**src/verilog/bus_strobe_pkg.sv**
```systemverilog
/*
  Constants and types shared by the external bus strobe sequencer and its
  address/data pin driver. Assumes a single 250 MHz clock domain.
*/
package bus_strobe_pkg;

  localparam int unsigned CLOCK_MHZ        = 250;
  localparam int unsigned ADDR_WIDTH       = 16;
  localparam int unsigned BYTE_WIDTH       = 8;
  // phase lengths in clock cycles
  localparam int unsigned ADDR_PHASE_CYCLES = 2;
  localparam int unsigned HOLD_CYCLES       = 1;
  localparam int unsigned DATA_PHASE_CYCLES = 4;
  localparam int unsigned COUNT_WIDTH       = 4;
  // chip_config_reg bit positions
  localparam int unsigned CFG_BIT_LATCH_MODE = 3;
  localparam int unsigned CFG_BIT_SIZE_EN    = 1;
  localparam logic [7:0]  CFG_RESET          = 8'h0A;

  typedef enum logic [2:0] {
    ST_IDLE,
    ST_ADDR,
    ST_HOLD,
    ST_DATA,
    ST_DONE
  } phase_type;

  typedef enum logic [1:0] {
    KIND_INSTR,
    KIND_DATA,
    KIND_CONFIG,
    KIND_VECTOR
  } access_kind_type;

endpackage

```
**src/verilog/pin_drive_if.sv**
```systemverilog
/*
  Carrier between the strobe sequencer and the address/data pin driver.
  Assumes both ends share the sequencer clock.
*/
interface pin_drive_if;
  import bus_strobe_pkg::*;

  logic                  addr_drive;
  logic                  data_drive;
  logic                  wide;
  logic [ADDR_WIDTH-1:0] addr;
  logic [ADDR_WIDTH-1:0] wdata;
  logic                  write;

  modport seq (output addr_drive, output data_drive, output wide, output addr, output wdata, output write);
  modport drv (input addr_drive, input data_drive, input wide, input addr, input wdata, input write);
endinterface

```
**src/verilog/ad_pin_driver.sv**
```systemverilog
/*
  Drives the multiplexed address/data lines from the sequencer's phase.
  Assumes the enclosing module registers nothing further on these outputs.
*/
module ad_pin_driver
  import bus_strobe_pkg::*;
(
  input  wire logic                  clock,
  input  wire logic                  rst,
  input  wire logic                  clock_enable,
  pin_drive_if.drv                   ctl,
  output logic      [ADDR_WIDTH-1:0] ad_out,
  output logic      [ADDR_WIDTH-1:0] ad_oe_n
);

  typedef struct packed {
    logic [ADDR_WIDTH-1:0] ad_out;
    logic [ADDR_WIDTH-1:0] ad_oe_n;
  } drive_state_type;

  drive_state_type state_q;
  drive_state_type state_d;

  // upper byte stays an address output in narrow cycles
  always_comb begin
    state_d = state_q;
    state_d.ad_oe_n = '1;
    if (ctl.addr_drive) begin
      state_d.ad_out  = ctl.addr;
      state_d.ad_oe_n = '0;
    end else if (ctl.data_drive) begin
      state_d.ad_out[ADDR_WIDTH-1:BYTE_WIDTH] = ctl.wide ? ctl.wdata[ADDR_WIDTH-1:BYTE_WIDTH]
                                                         : ctl.addr[ADDR_WIDTH-1:BYTE_WIDTH];
      state_d.ad_out[BYTE_WIDTH-1:0] = ctl.wdata[BYTE_WIDTH-1:0];
      state_d.ad_oe_n[ADDR_WIDTH-1:BYTE_WIDTH] = ctl.wide ? {BYTE_WIDTH{~ctl.write}} : '0;
      state_d.ad_oe_n[BYTE_WIDTH-1:0] = {BYTE_WIDTH{~ctl.write}};
    end
  end

  always_ff @(posedge clock or posedge rst) begin
    if (rst) begin
      state_q <= '{ad_out: '0, ad_oe_n: '1};
    end else if (clock_enable) begin
      state_q <= state_d;
    end
  end

  assign ad_out  = state_q.ad_out;
  assign ad_oe_n = state_q.ad_oe_n;

endmodule

```
**src/verilog/bus_strobe_seq.sv**
```systemverilog
/*
  External bus cycle sequencer: read strobe, shared latch/valid strobe and
  fetch-kind indicator, plus pin driving via ad_pin_driver.
  Assumes requests come from core logic on the same clock; the bus size
  input and the address/data lines read back come from pins and pass two
  flip-flops here. An external access runs address, hold and data phases
  and answers with a one-cycle done pulse; a request must stand until it
  is taken with ready high, and ready stays low in the first cycle after
  reset.
*/
// Functional notes
// read strobe low only on external reads
// latch strobe marks cycle start, valid address
// external latch captures address on strobe
// config bit picks latch or valid strobe
// valid strobe held until cycle completes
// fetch kind high instruction, low data
// config bytes and vectors count as data
// narrow cycles: upper lines dedicated address
// enabled size pin picks wide or narrow
// drop latch strobe before data phase
module bus_strobe_seq
  import bus_strobe_pkg::*;
(
  input  wire logic                  clock,
  input  wire logic                  rst,
  input  wire logic                  clock_enable,
  input  wire logic [7:0]            chip_config_reg,
  input  wire logic                  bus_size_select,
  input  wire logic                  req_valid,
  input  wire logic                  req_write,
  input  wire logic                  req_external,
  input  wire access_kind_type       req_kind,
  input  wire logic [ADDR_WIDTH-1:0] req_addr,
  input  wire logic [ADDR_WIDTH-1:0] req_wdata,
  input  wire logic [ADDR_WIDTH-1:0] ad_in,
  output logic                       req_ready,
  output logic                       done,
  output logic      [ADDR_WIDTH-1:0] rdata,
  output logic      [ADDR_WIDTH-1:0] muxed_addr_data_lines,
  output logic      [ADDR_WIDTH-1:0] muxed_addr_data_oe_n,
  output logic                       read_strobe_n,
  output logic                       address_valid_strobe,
  output logic                       fetch_kind
);

  // one record holds every flop of the sequencer
  typedef struct packed {
    phase_type              phase;      // where the cycle stands
    logic [COUNT_WIDTH-1:0] count;      // cycles left in this phase, minus one
    logic                   write;
    logic                   wide;       // 16-bit cycle, fixed at take
    logic                   latch_mode; // strobe function, fixed at take
    logic [ADDR_WIDTH-1:0]  addr;
    logic [ADDR_WIDTH-1:0]  wdata;
    logic [ADDR_WIDTH-1:0]  rdata;
    logic                   done;
    logic                   ready;
    logic                   rd_n;
    logic                   strobe;
    logic                   kind;
    logic                   size_meta;
    logic                   size_sync;
    logic [ADDR_WIDTH-1:0]  ad_meta;
    logic [ADDR_WIDTH-1:0]  ad_sync;
  } seq_state_type;

  // registered state and the copy that the combinational process fills
  seq_state_type state_q;
  seq_state_type state_d;

  // control bundle towards the pin driver
  pin_drive_if pins ();

  // phases load length minus one so that zero marks the last cycle
  function automatic logic [COUNT_WIDTH-1:0] cycles(input int unsigned n);
    cycles = COUNT_WIDTH'(n - 1);
  endfunction

  // last cycle of a counted phase
  function automatic logic phase_over(input logic [COUNT_WIDTH-1:0] cnt);
    phase_over = (cnt == '0);
  endfunction

  // word handed to the core; a narrow cycle only carries the low byte
  function automatic logic [ADDR_WIDTH-1:0] read_word(input logic wide, input logic [ADDR_WIDTH-1:0] lines);
    read_word = wide ? lines : {{(ADDR_WIDTH-BYTE_WIDTH){1'b0}}, lines[BYTE_WIDTH-1:0]};
  endfunction

  // sequencing; internal accesses never touch the pins
  always_comb begin
    state_d           = state_q;
    // two-flop synchronisers for the pins
    state_d.size_meta = bus_size_select;
    state_d.size_sync = state_q.size_meta;
    // the lines lag two cycles; the read strobe stands long enough that the
    // sample still falls where the memory holds its data steady
    state_d.ad_meta   = ad_in;
    state_d.ad_sync   = state_q.ad_meta;
    // done is a pulse: cleared here, set only on the closing edge or when an internal access is taken
    state_d.done      = 1'b0;
    case (state_q.phase)
      // nothing is taken while ready is still low after reset
      ST_IDLE: begin
        state_d.ready = 1'b1;
        if (state_q.ready && req_valid && req_external) begin
          state_d.phase = ST_ADDR;
          state_d.ready = 1'b0;
          state_d.count = cycles(ADDR_PHASE_CYCLES);
          state_d.write = req_write;
          state_d.addr  = req_addr;
          state_d.wdata = req_wdata;
          state_d.latch_mode = chip_config_reg[CFG_BIT_LATCH_MODE];
          state_d.wide = chip_config_reg[CFG_BIT_SIZE_EN] & state_q.size_sync;
          state_d.kind = (req_kind == KIND_INSTR) && !req_write;
          state_d.strobe = 1'b1;
        end else if (state_q.ready && req_valid) begin
          // internal access: answered at the next edge, pins untouched
          state_d.done = 1'b1;
        end
      end

      // address on the lines with the strobe high; the driver adds one cycle
      ST_ADDR: begin
        // the external latch captures while strobe is high
        if (phase_over(state_q.count)) begin
          state_d.phase = ST_HOLD;
          state_d.count = cycles(HOLD_CYCLES);
          if (state_q.latch_mode) state_d.strobe = 1'b0;
        end else begin
          state_d.count = state_q.count - 1'b1;
        end
      end

      // one hold cycle between address and data; the address stays driven
      ST_HOLD: begin
        // address hold margin before the lines turn round
        if (phase_over(state_q.count)) begin
          state_d.phase = ST_DATA;
          state_d.count = cycles(DATA_PHASE_CYCLES);
          state_d.rd_n = state_q.write;
        end else begin
          state_d.count = state_q.count - 1'b1;
        end
      end

      // data transfer; the synchronised lines are taken in its last cycle
      ST_DATA: begin
        if (phase_over(state_q.count)) begin
          state_d.phase = ST_DONE;
          state_d.rd_n = 1'b1;
          if (!state_q.write) state_d.rdata = read_word(state_q.wide, state_q.ad_sync);
        end else begin
          state_d.count = state_q.count - 1'b1;
        end
      end

      // cycle complete: the valid strobe and fetch kind drop with the done pulse,
      // so the far side never sees a strobe outside a bus cycle
      ST_DONE: begin
        state_d.strobe = 1'b0;
        state_d.kind   = 1'b0;
        state_d.done   = 1'b1;
        state_d.ready  = 1'b1;
        state_d.phase  = ST_IDLE;
      end
      default: state_d.phase = ST_IDLE;
    endcase
  end

  // asynchronous reset; clock_enable low freezes every flop
  always_ff @(posedge clock or posedge rst) begin
    if (rst) begin
      state_q <= '{phase:      ST_IDLE,
                   count:      '0,
                   write:      1'b0,
                   wide:       1'b0,
                   latch_mode: 1'b1,
                   addr:       '0,
                   wdata:      '0,
                   rdata:      '0,
                   done:       1'b0,
                   ready:      1'b0,
                   rd_n:       1'b1,
                   strobe:     1'b0,
                   kind:       1'b0,
                   size_meta:  1'b0,
                   size_sync:  1'b0,
                   ad_meta:    '0,
                   ad_sync:    '0};
    end else if (clock_enable) begin
      state_q <= state_d;
    end
  end

  // pin driver control; the driver registers these, so the lines trail the
  // phase by one cycle, which the strobe timing allows for
  assign pins.addr_drive = (state_q.phase == ST_ADDR) || (state_q.phase == ST_HOLD);
  assign pins.data_drive = (state_q.phase == ST_DATA);
  assign pins.wide       = state_q.wide;
  assign pins.addr       = state_q.addr;
  assign pins.wdata      = state_q.wdata;
  assign pins.write      = state_q.write;

  // pin flops live in the driver so the lines are registered like the strobes
  ad_pin_driver u_drv (
    .clock        (clock),
    .rst          (rst),
    .clock_enable (clock_enable),
    .ctl          (pins),
    .ad_out       (muxed_addr_data_lines),
    .ad_oe_n      (muxed_addr_data_oe_n)
  );

  // every output is a flop of the record or of the pin driver; nothing combinational reaches
  // the pins or the core
  assign req_ready            = state_q.ready;
  assign done                 = state_q.done;
  assign rdata                = state_q.rdata;
  assign read_strobe_n        = state_q.rd_n;
  assign address_valid_strobe = state_q.strobe;
  assign fetch_kind           = state_q.kind;

endmodule

```
**config.mk**
```make
export PLATFORM = sky130hd
export DESIGN_NAME = bus_strobe_seq
export DESIGN_NICKNAME = d
export VERILOG_FILES = /design/src/verilog/bus_strobe_pkg.sv /design/src/verilog/pin_drive_if.sv /design/src/verilog/ad_pin_driver.sv /design/src/verilog/bus_strobe_seq.sv
export SDC_FILE = /design/constraint.sdc
export NUM_CORES = 1
export LEC_CHECK = 0
export BUFFER_PORTS_ARGS = -buffer_cell sky130_fd_sc_hd__buf_2
export CAP_MARGIN = 20
export CORE_MARGIN = 3
export CORE_UTILIZATION = 45
export CTS_BUF_LIST = sky130_fd_sc_hd__clkbuf_4 sky130_fd_sc_hd__clkbuf_8
export DETAILED_ROUTE_END_ITERATION = 16
export PLACE_DENSITY = 0.7
export SLEW_MARGIN = 0
export SYNTH_ARGS = -nofsm -noshare
export SYNTH_HDL_FRONTEND = slang
export SYNTH_SLANG_ARGS = --single-unit
```
**constraint.sdc**
```tcl
create_clock -name clock -period 9.1 [get_ports clock]
set_clock_uncertainty 0.1 [all_clocks]
set_input_delay 1.365 -clock clock [delete_from_list [all_inputs] [get_ports clock]]
set_output_delay 1.365 -clock clock [all_outputs]
set_load 0.05 [all_outputs]
```
# Word-level counts from Yosys, hierarchy flattened

Index checks and enable logic that the tools add are counted.

Register bits: 129
Bits of input ports: 65
Output and inout port bits: 53
Logic and storage cells: 80

Add/sub/neg operators: 1
Equal/unequal tests: 10
Mux-type cells: 26
Bitwise logic cells: 2
Reduce and logical (&&, ||, !) cells: 22

Operators with widths:

| cell                  | number |
|---|---|
| $mux W32              | 2 |
| $mux W42              | 1 |
| $mux W16              | 1 |
| $mux W8               | 2 |
| $pmux W4 S4           | 1 |
| $mux W4               | 3 |
| $pmux W3 S4           | 1 |
| $reduce_and A4 Y1     | 3 |
| $ne A2 B2 Y1 const B  | 5 |
| $reduce_and A5 Y1     | 2 |
| $mux W3               | 3 |
| $mux W1               | 7 |
| $eq A3 B2 Y1 const B  | 2 |
| $reduce_and A3 Y1     | 2 |
| $reduce_bool A2 Y1    | 3 |
| $logic_not A4 Y1      | 1 |
| $pmux W1 S2           | 2 |
| $pmux W2 S2           | 1 |
| $reduce_and A2 Y1     | 2 |
| $reduce_bool A4 Y1    | 1 |
| $sub A4 B1 Y4 const B | 1 |
| $eq A3 B1 Y1 const B  | 1 |
| $eq A3 B3 Y1 const B  | 1 |
| $logic_and A1 B1 Y1   | 3 |
| 10 further kinds      | 10 |

# Longest topological paths before layout

Depth after elaboration: 4
Mapped depth: 7
Gate-level depth less buffers: 6

# Cells and area by module

A second synthesis with hierarchy kept.

Cells, all modules: 381
Area total of the unflattened synthesis: 4991.0 sq um

By module, submodules not included:

| module         | instances | cells each | area each (sq um) | sequential area each (sq um) |
|---|---|---|---|---|
| bus_strobe_seq | 1         | 294        | 4040.1            | 2429.8 |
| ad_pin_driver  | 1         | 87         | 950.9             | 452.9 |

# Worst setup path before layout

Ideal clock, no wire load.

Kind: input to register
Start: input req_external
End: register state_q, in the netlist pins.addr[0]
Library setup time: 0.125 ns
Arrival time: 2.510 ns
Required time: 8.875 ns
Setup slack: 6.364 ns
Stages: 5
Path buffers: 2
Cell sequence: nand3_2 or4_4 buf_6 buf_6 mux2_4

Cells in the longest elaborated chain, start to end: 2

RTL lines:

| what                               | line                  | source |
|---|---|---|
| from (decl)                        | bus_strobe_seq.sv:32  | `input wire logic req_external,` |
| $logic_and A1 B1 Y1                | bus_strobe_seq.sv:106 | `if (state_q.ready && req_valid && req_external) begin` |
| $reduce_and A3 Y1 (no source line) | --                    |  |
| to (signal assigned)               | bus_strobe_seq.sv:174 | `state_q <= '{phase: ST_IDLE,` |
| to (signal assigned)               | bus_strobe_seq.sv:192 | `state_q <= state_d;` |
| to (decl)                          | bus_strobe_seq.sv:69  | `seq_state_type state_q;` |

Every way passes these cells.
A chain may end at the register's enable or synchronous reset.

# Worst setup path in the final report

Start: input clock_enable
End: register state_q, in the netlist pins.wdata[7]

Cells in the longest elaborated chain, start to end: 1

RTL lines:

| what                               | line                 | source |
|---|---|---|
| from (decl)                        | bus_strobe_seq.sv:27 | `input wire logic clock_enable,` |
| $reduce_and A3 Y1 (no source line) | --                   |  |

Every way passes these cells.

==> summary.md <==
| Metric | Value |
|---|---|
| Post-synth EDFFs | `0` |
| Maximum ir drop on the vdd rail | `around 0.00023 V` |
| Count of buffers added by post-CTS timing repair for setup | `0` |
| Post-synthesis async set-or-reset flop share | `100.0%` |
| Worst Max-Slew Pin Slew | `0.8950 ns` |
| Placed cell count | `583` |
| Largest net degree at the start of global routing | `60` |
| Port-buffer cells | `111` |
| Detailed Route Iter0 Violations | `182` |
| Static Leak | `roughly 2.9 nW` |
| DIE HEIGHT | `111.9 um` |
| Full die area | `0.01251 mm^2` |
| Top achievable clock speed | `0.3233 GHz` |
| Clock insertion delay at the later pin of the skew report | `0.44 ns` |
| Post-DP HPWL | `about 6600 um` |
| TritonCTS Sinks | `115` |
| Crit path arrival time | `3.31 ns` |
| Final Max Tran Viols | `0` |
| Growth of design area from synthesis to finish | `16.35%` |
| Wire length after detailed routing | `9825 um` |
| Vias | `approximately 3.2k` |
| Starting density of the core | `46.32%` |
| Synthesized instance count | `roughly 380` |
| Distinct cells, synth | `43` |
| Depth of the CTS H-tree | `4` |
| Final clock period utilization by the worst path | `33.99%` |
| Setup CP Type | `in -> reg` |
| Rel. slew slack | `40.11%` |
| Row count | `38` |
| Outcome | `finished clean` |
| RSZ-0062 raised after global routing | `false` |
| Sum of overflow across all layers after global routing | `0` |
| Post-CTS Hold Buffers | `0` |
| Wire length of the first global-routing pass | `16660 um` |
| Total number of yosys warnings | `0` |
| Inserted Diodes | `0` |
| Crit Path Max Fanout | `47` |
| Count of pins on the block boundary | `118` |
| Kind of capture point of the worst setup path | `flop` |
| Number of nets with antenna violations after detailed routing | `0` |
| Per-cell routed wire length | `15.98 um` |
| DRC violation count after routing | `0` |
| Vias per Instance | `5.189` |
| Number of synthesized register bits | `115` |
| Horizontal die dimension | `111.9 um` |
| Number of hold violations in the final report | `0` |
| Cell area power density | `around 370 mW/mm^2` |
| Fin cells | `615` |
| Buffer depth of the longest clock path | `2` |
| Root Driver | `sky130_fd_sc_hd__clkbuf_8` |
| Core Footprint | `roughly 0.011 mm^2` |
| Most common flop cell mapped by yosys | `sky130_fd_sc_hd__dfrtp_1` |
| Number of gates given a new drive strength after cts | `0` |
| Overall power after layout | `2.173 mW` |
| Gpl congestion | `roughly 0.76` |
| Clock-pin slew on the worst setup and hold paths | `0.07 ns` |
| Number of global-route vias before repair | `about 3.4k` |
| Router iterations before antenna repair | `4` |
| TritonCTS clock tree | `built` |
| Total negative setup slack | `0 ns` |
| Hold Crit Class | `reg -> reg` |
| Syn Std Cell Area | `approximately 0.005 mm^2` |
| Share of synthesized area occupied by flip-flops and latches | `57.16%` |
| Final setup viols | `0` |
| Number of nets in the final layout | `529` |
| Post-synthesis average cell area | `13.34 um^2` |
| Total CTS buffers | `17` |
| Mapped Nets | `around 450` |
| Min Tclk post-route | `3.093 ns` |
| Critical Path Source Type | `input pin` |
| Aggregate global-route resource usage | `16.99%` |
| Number of violations of the max-capacitance limit | `0` |
| Most frequent cells in the layout | `sky130_fd_sc_hd__dfrtp_1 (111), sky130_fd_sc_hd__buf_2 (111), sky130_fd_sc_hd__mux2_2 (51)` |
| Required time of the critical path | `9.32 ns` |
| Fraction of final layout cells with drive strength greater than 1 | `50.32%` |
| Number of antenna violations at the first check in global routing | `0` |
registers in the layout, indices dropped and copies added (netlist names):
signal / flops
address_valid_strobe: 1
done: 1
fetch_kind: 1
pins.addr: 16
pins.wdata: 16
pins.wide: 1
pins.write: 1
rdata: 16
read_strobe_n: 1
req_ready: 1
state_d: 17
state_q: 25
u_drv.ad_oe_n: 2
u_drv.ad_out: 16
critical path: stages:
cell and delay, ns:
sky130_fd_sc_hd__buf_2 0.07, sky130_fd_sc_hd__buf_4 0.47, sky130_fd_sc_hd__nand2b_4 0.12, sky130_fd_sc_hd__or4_4 0.81, sky130_fd_sc_hd__mux2_4 0.40
final cells by class:
| type | count | area (um^2) |
|---|---|---|
| Sequential cell | 115 | 2883 |
| Tap cell | 140 | 175.2 |
| Inverter | 9 | 36.28 |
| Timing Repair Buffer | 114 | 578.1 |
| Fill cell | 902 | 5020 |
| Multi-Input combinational cell | 205 | 1789 |
| Clock inverter | 9 | 102.6 |
| Clock buffer | 23 | 304.0 |
worst paths after layout:
| check | startpoint | to | slack [ns] | cells past startpoint |
|---|---|---|---|---|
| min in group asynchronous | rst | rdata[12]$_DFFE_PP0P_ | 0.94 | 2 |
| min | state_q[11]$_DFFE_PP0P_ | rdata[11]$_DFFE_PP0P_ | 0.38 | 1 |
| max reg2reg | state_q[94]$_DFFE_PP0P_ | rdata[13]$_DFFE_PP0P_ | 6.59 | 4 |
| max | clock_enable | pins.wdata[7]$_DFFE_PP0P_ | 6.01 | 5 |
| min reg2reg | state_q[11]$_DFFE_PP0P_ | rdata[11]$_DFFE_PP0P_ | 0.38 | 1 |
| max in group asynchronous | rst | pins.wdata[11]$_DFFE_PP0P_ | 6.77 | 3 |
logic make-up (layout without fill, tap and decap cells):
kind of cell / count (synthesis) / after routing / share of synthesized area, %
DFF: 115 / 115 / 57.16
muxes: 79 / 79 / 19.62
AOI/OAI and AO/OA: 67 / 67 / 8.683
buffers and inverters: 58 / 155 / 7.417
and+or+nand+nor: 56 / 56 / 6.450
adders and majority gates: 2 / 2 / 0.4961
xor gates and xnor gates: 1 / 1 / 0.1737
layer usage:
layer	vias to the layer above	global-route usage, %	routed length, um
li1	1484	-	-
met4	0	6.569	109
met1	1587	21.65	4404
met3	10	8.043	919
met5	-	0	0
met2	110	25.22	4392
cells in the mapped netlist, types with 2 or more instances:
cell                         n  area (um^2)
sky130_fd_sc_hd__nor3_1      3        15.01
sky130_fd_sc_hd__buf_4      30        225.2
sky130_fd_sc_hd__ha_1        2        25.02
sky130_fd_sc_hd__buf_2       5        25.02
sky130_fd_sc_hd__a31oi_1     3        18.77
sky130_fd_sc_hd__nor2_1     25        93.84
sky130_fd_sc_hd__nand2_1     5        18.77
sky130_fd_sc_hd__dfstp_2     4        105.1
sky130_fd_sc_hd__nor2b_1     3        18.77
sky130_fd_sc_hd__buf_6       5        56.30
sky130_fd_sc_hd__inv_1       9        33.78
sky130_fd_sc_hd__nand3_1     2        10.01
sky130_fd_sc_hd__dfrtp_1   111         2778
sky130_fd_sc_hd__a21oi_1    23        115.1
sky130_fd_sc_hd__o21ai_0     8        40.04
sky130_fd_sc_hd__mux2_4     27        405.4
sky130_fd_sc_hd__nor4_1      2        12.51
sky130_fd_sc_hd__clkbuf_1    5        18.77
sky130_fd_sc_hd__mux2_2     51        574.3
sky130_fd_sc_hd__or3b_2      2        17.52
sky130_fd_sc_hd__a22oi_1    16        120.1
sky130_fd_sc_hd__o22ai_1     4        25.02
sky130_fd_sc_hd__buf_1       4        15.01
sky130_fd_sc_hd__a22o_1     10        87.58
per-stage QoR:
step | util (%) | hold WS, ns | setup slack (ns) | area (um^2)
floorplan | - | 0.3620 | 4.598 | 5044
global placement | 50.16 | 0.3704 | 5.602 | 5461
detailed placement | 50.16 | 0.3775 | 5.580 | 5461
CTS | 53.90 | 0.3834 | 6.052 | 5868
global route | 53.90 | 0.4125 | 5.967 | 5868
finish | 53.90 | 0.3817 | 6.007 | 5868
power by group:
group,switching [mW],total [mW],internal (mW)
clock network,0.200,0.476,0.276
logic,0.583,0.879,0.296
registers,0.124,0.818,0.694
Note: power is estimated with default switching activity, not from simulation.
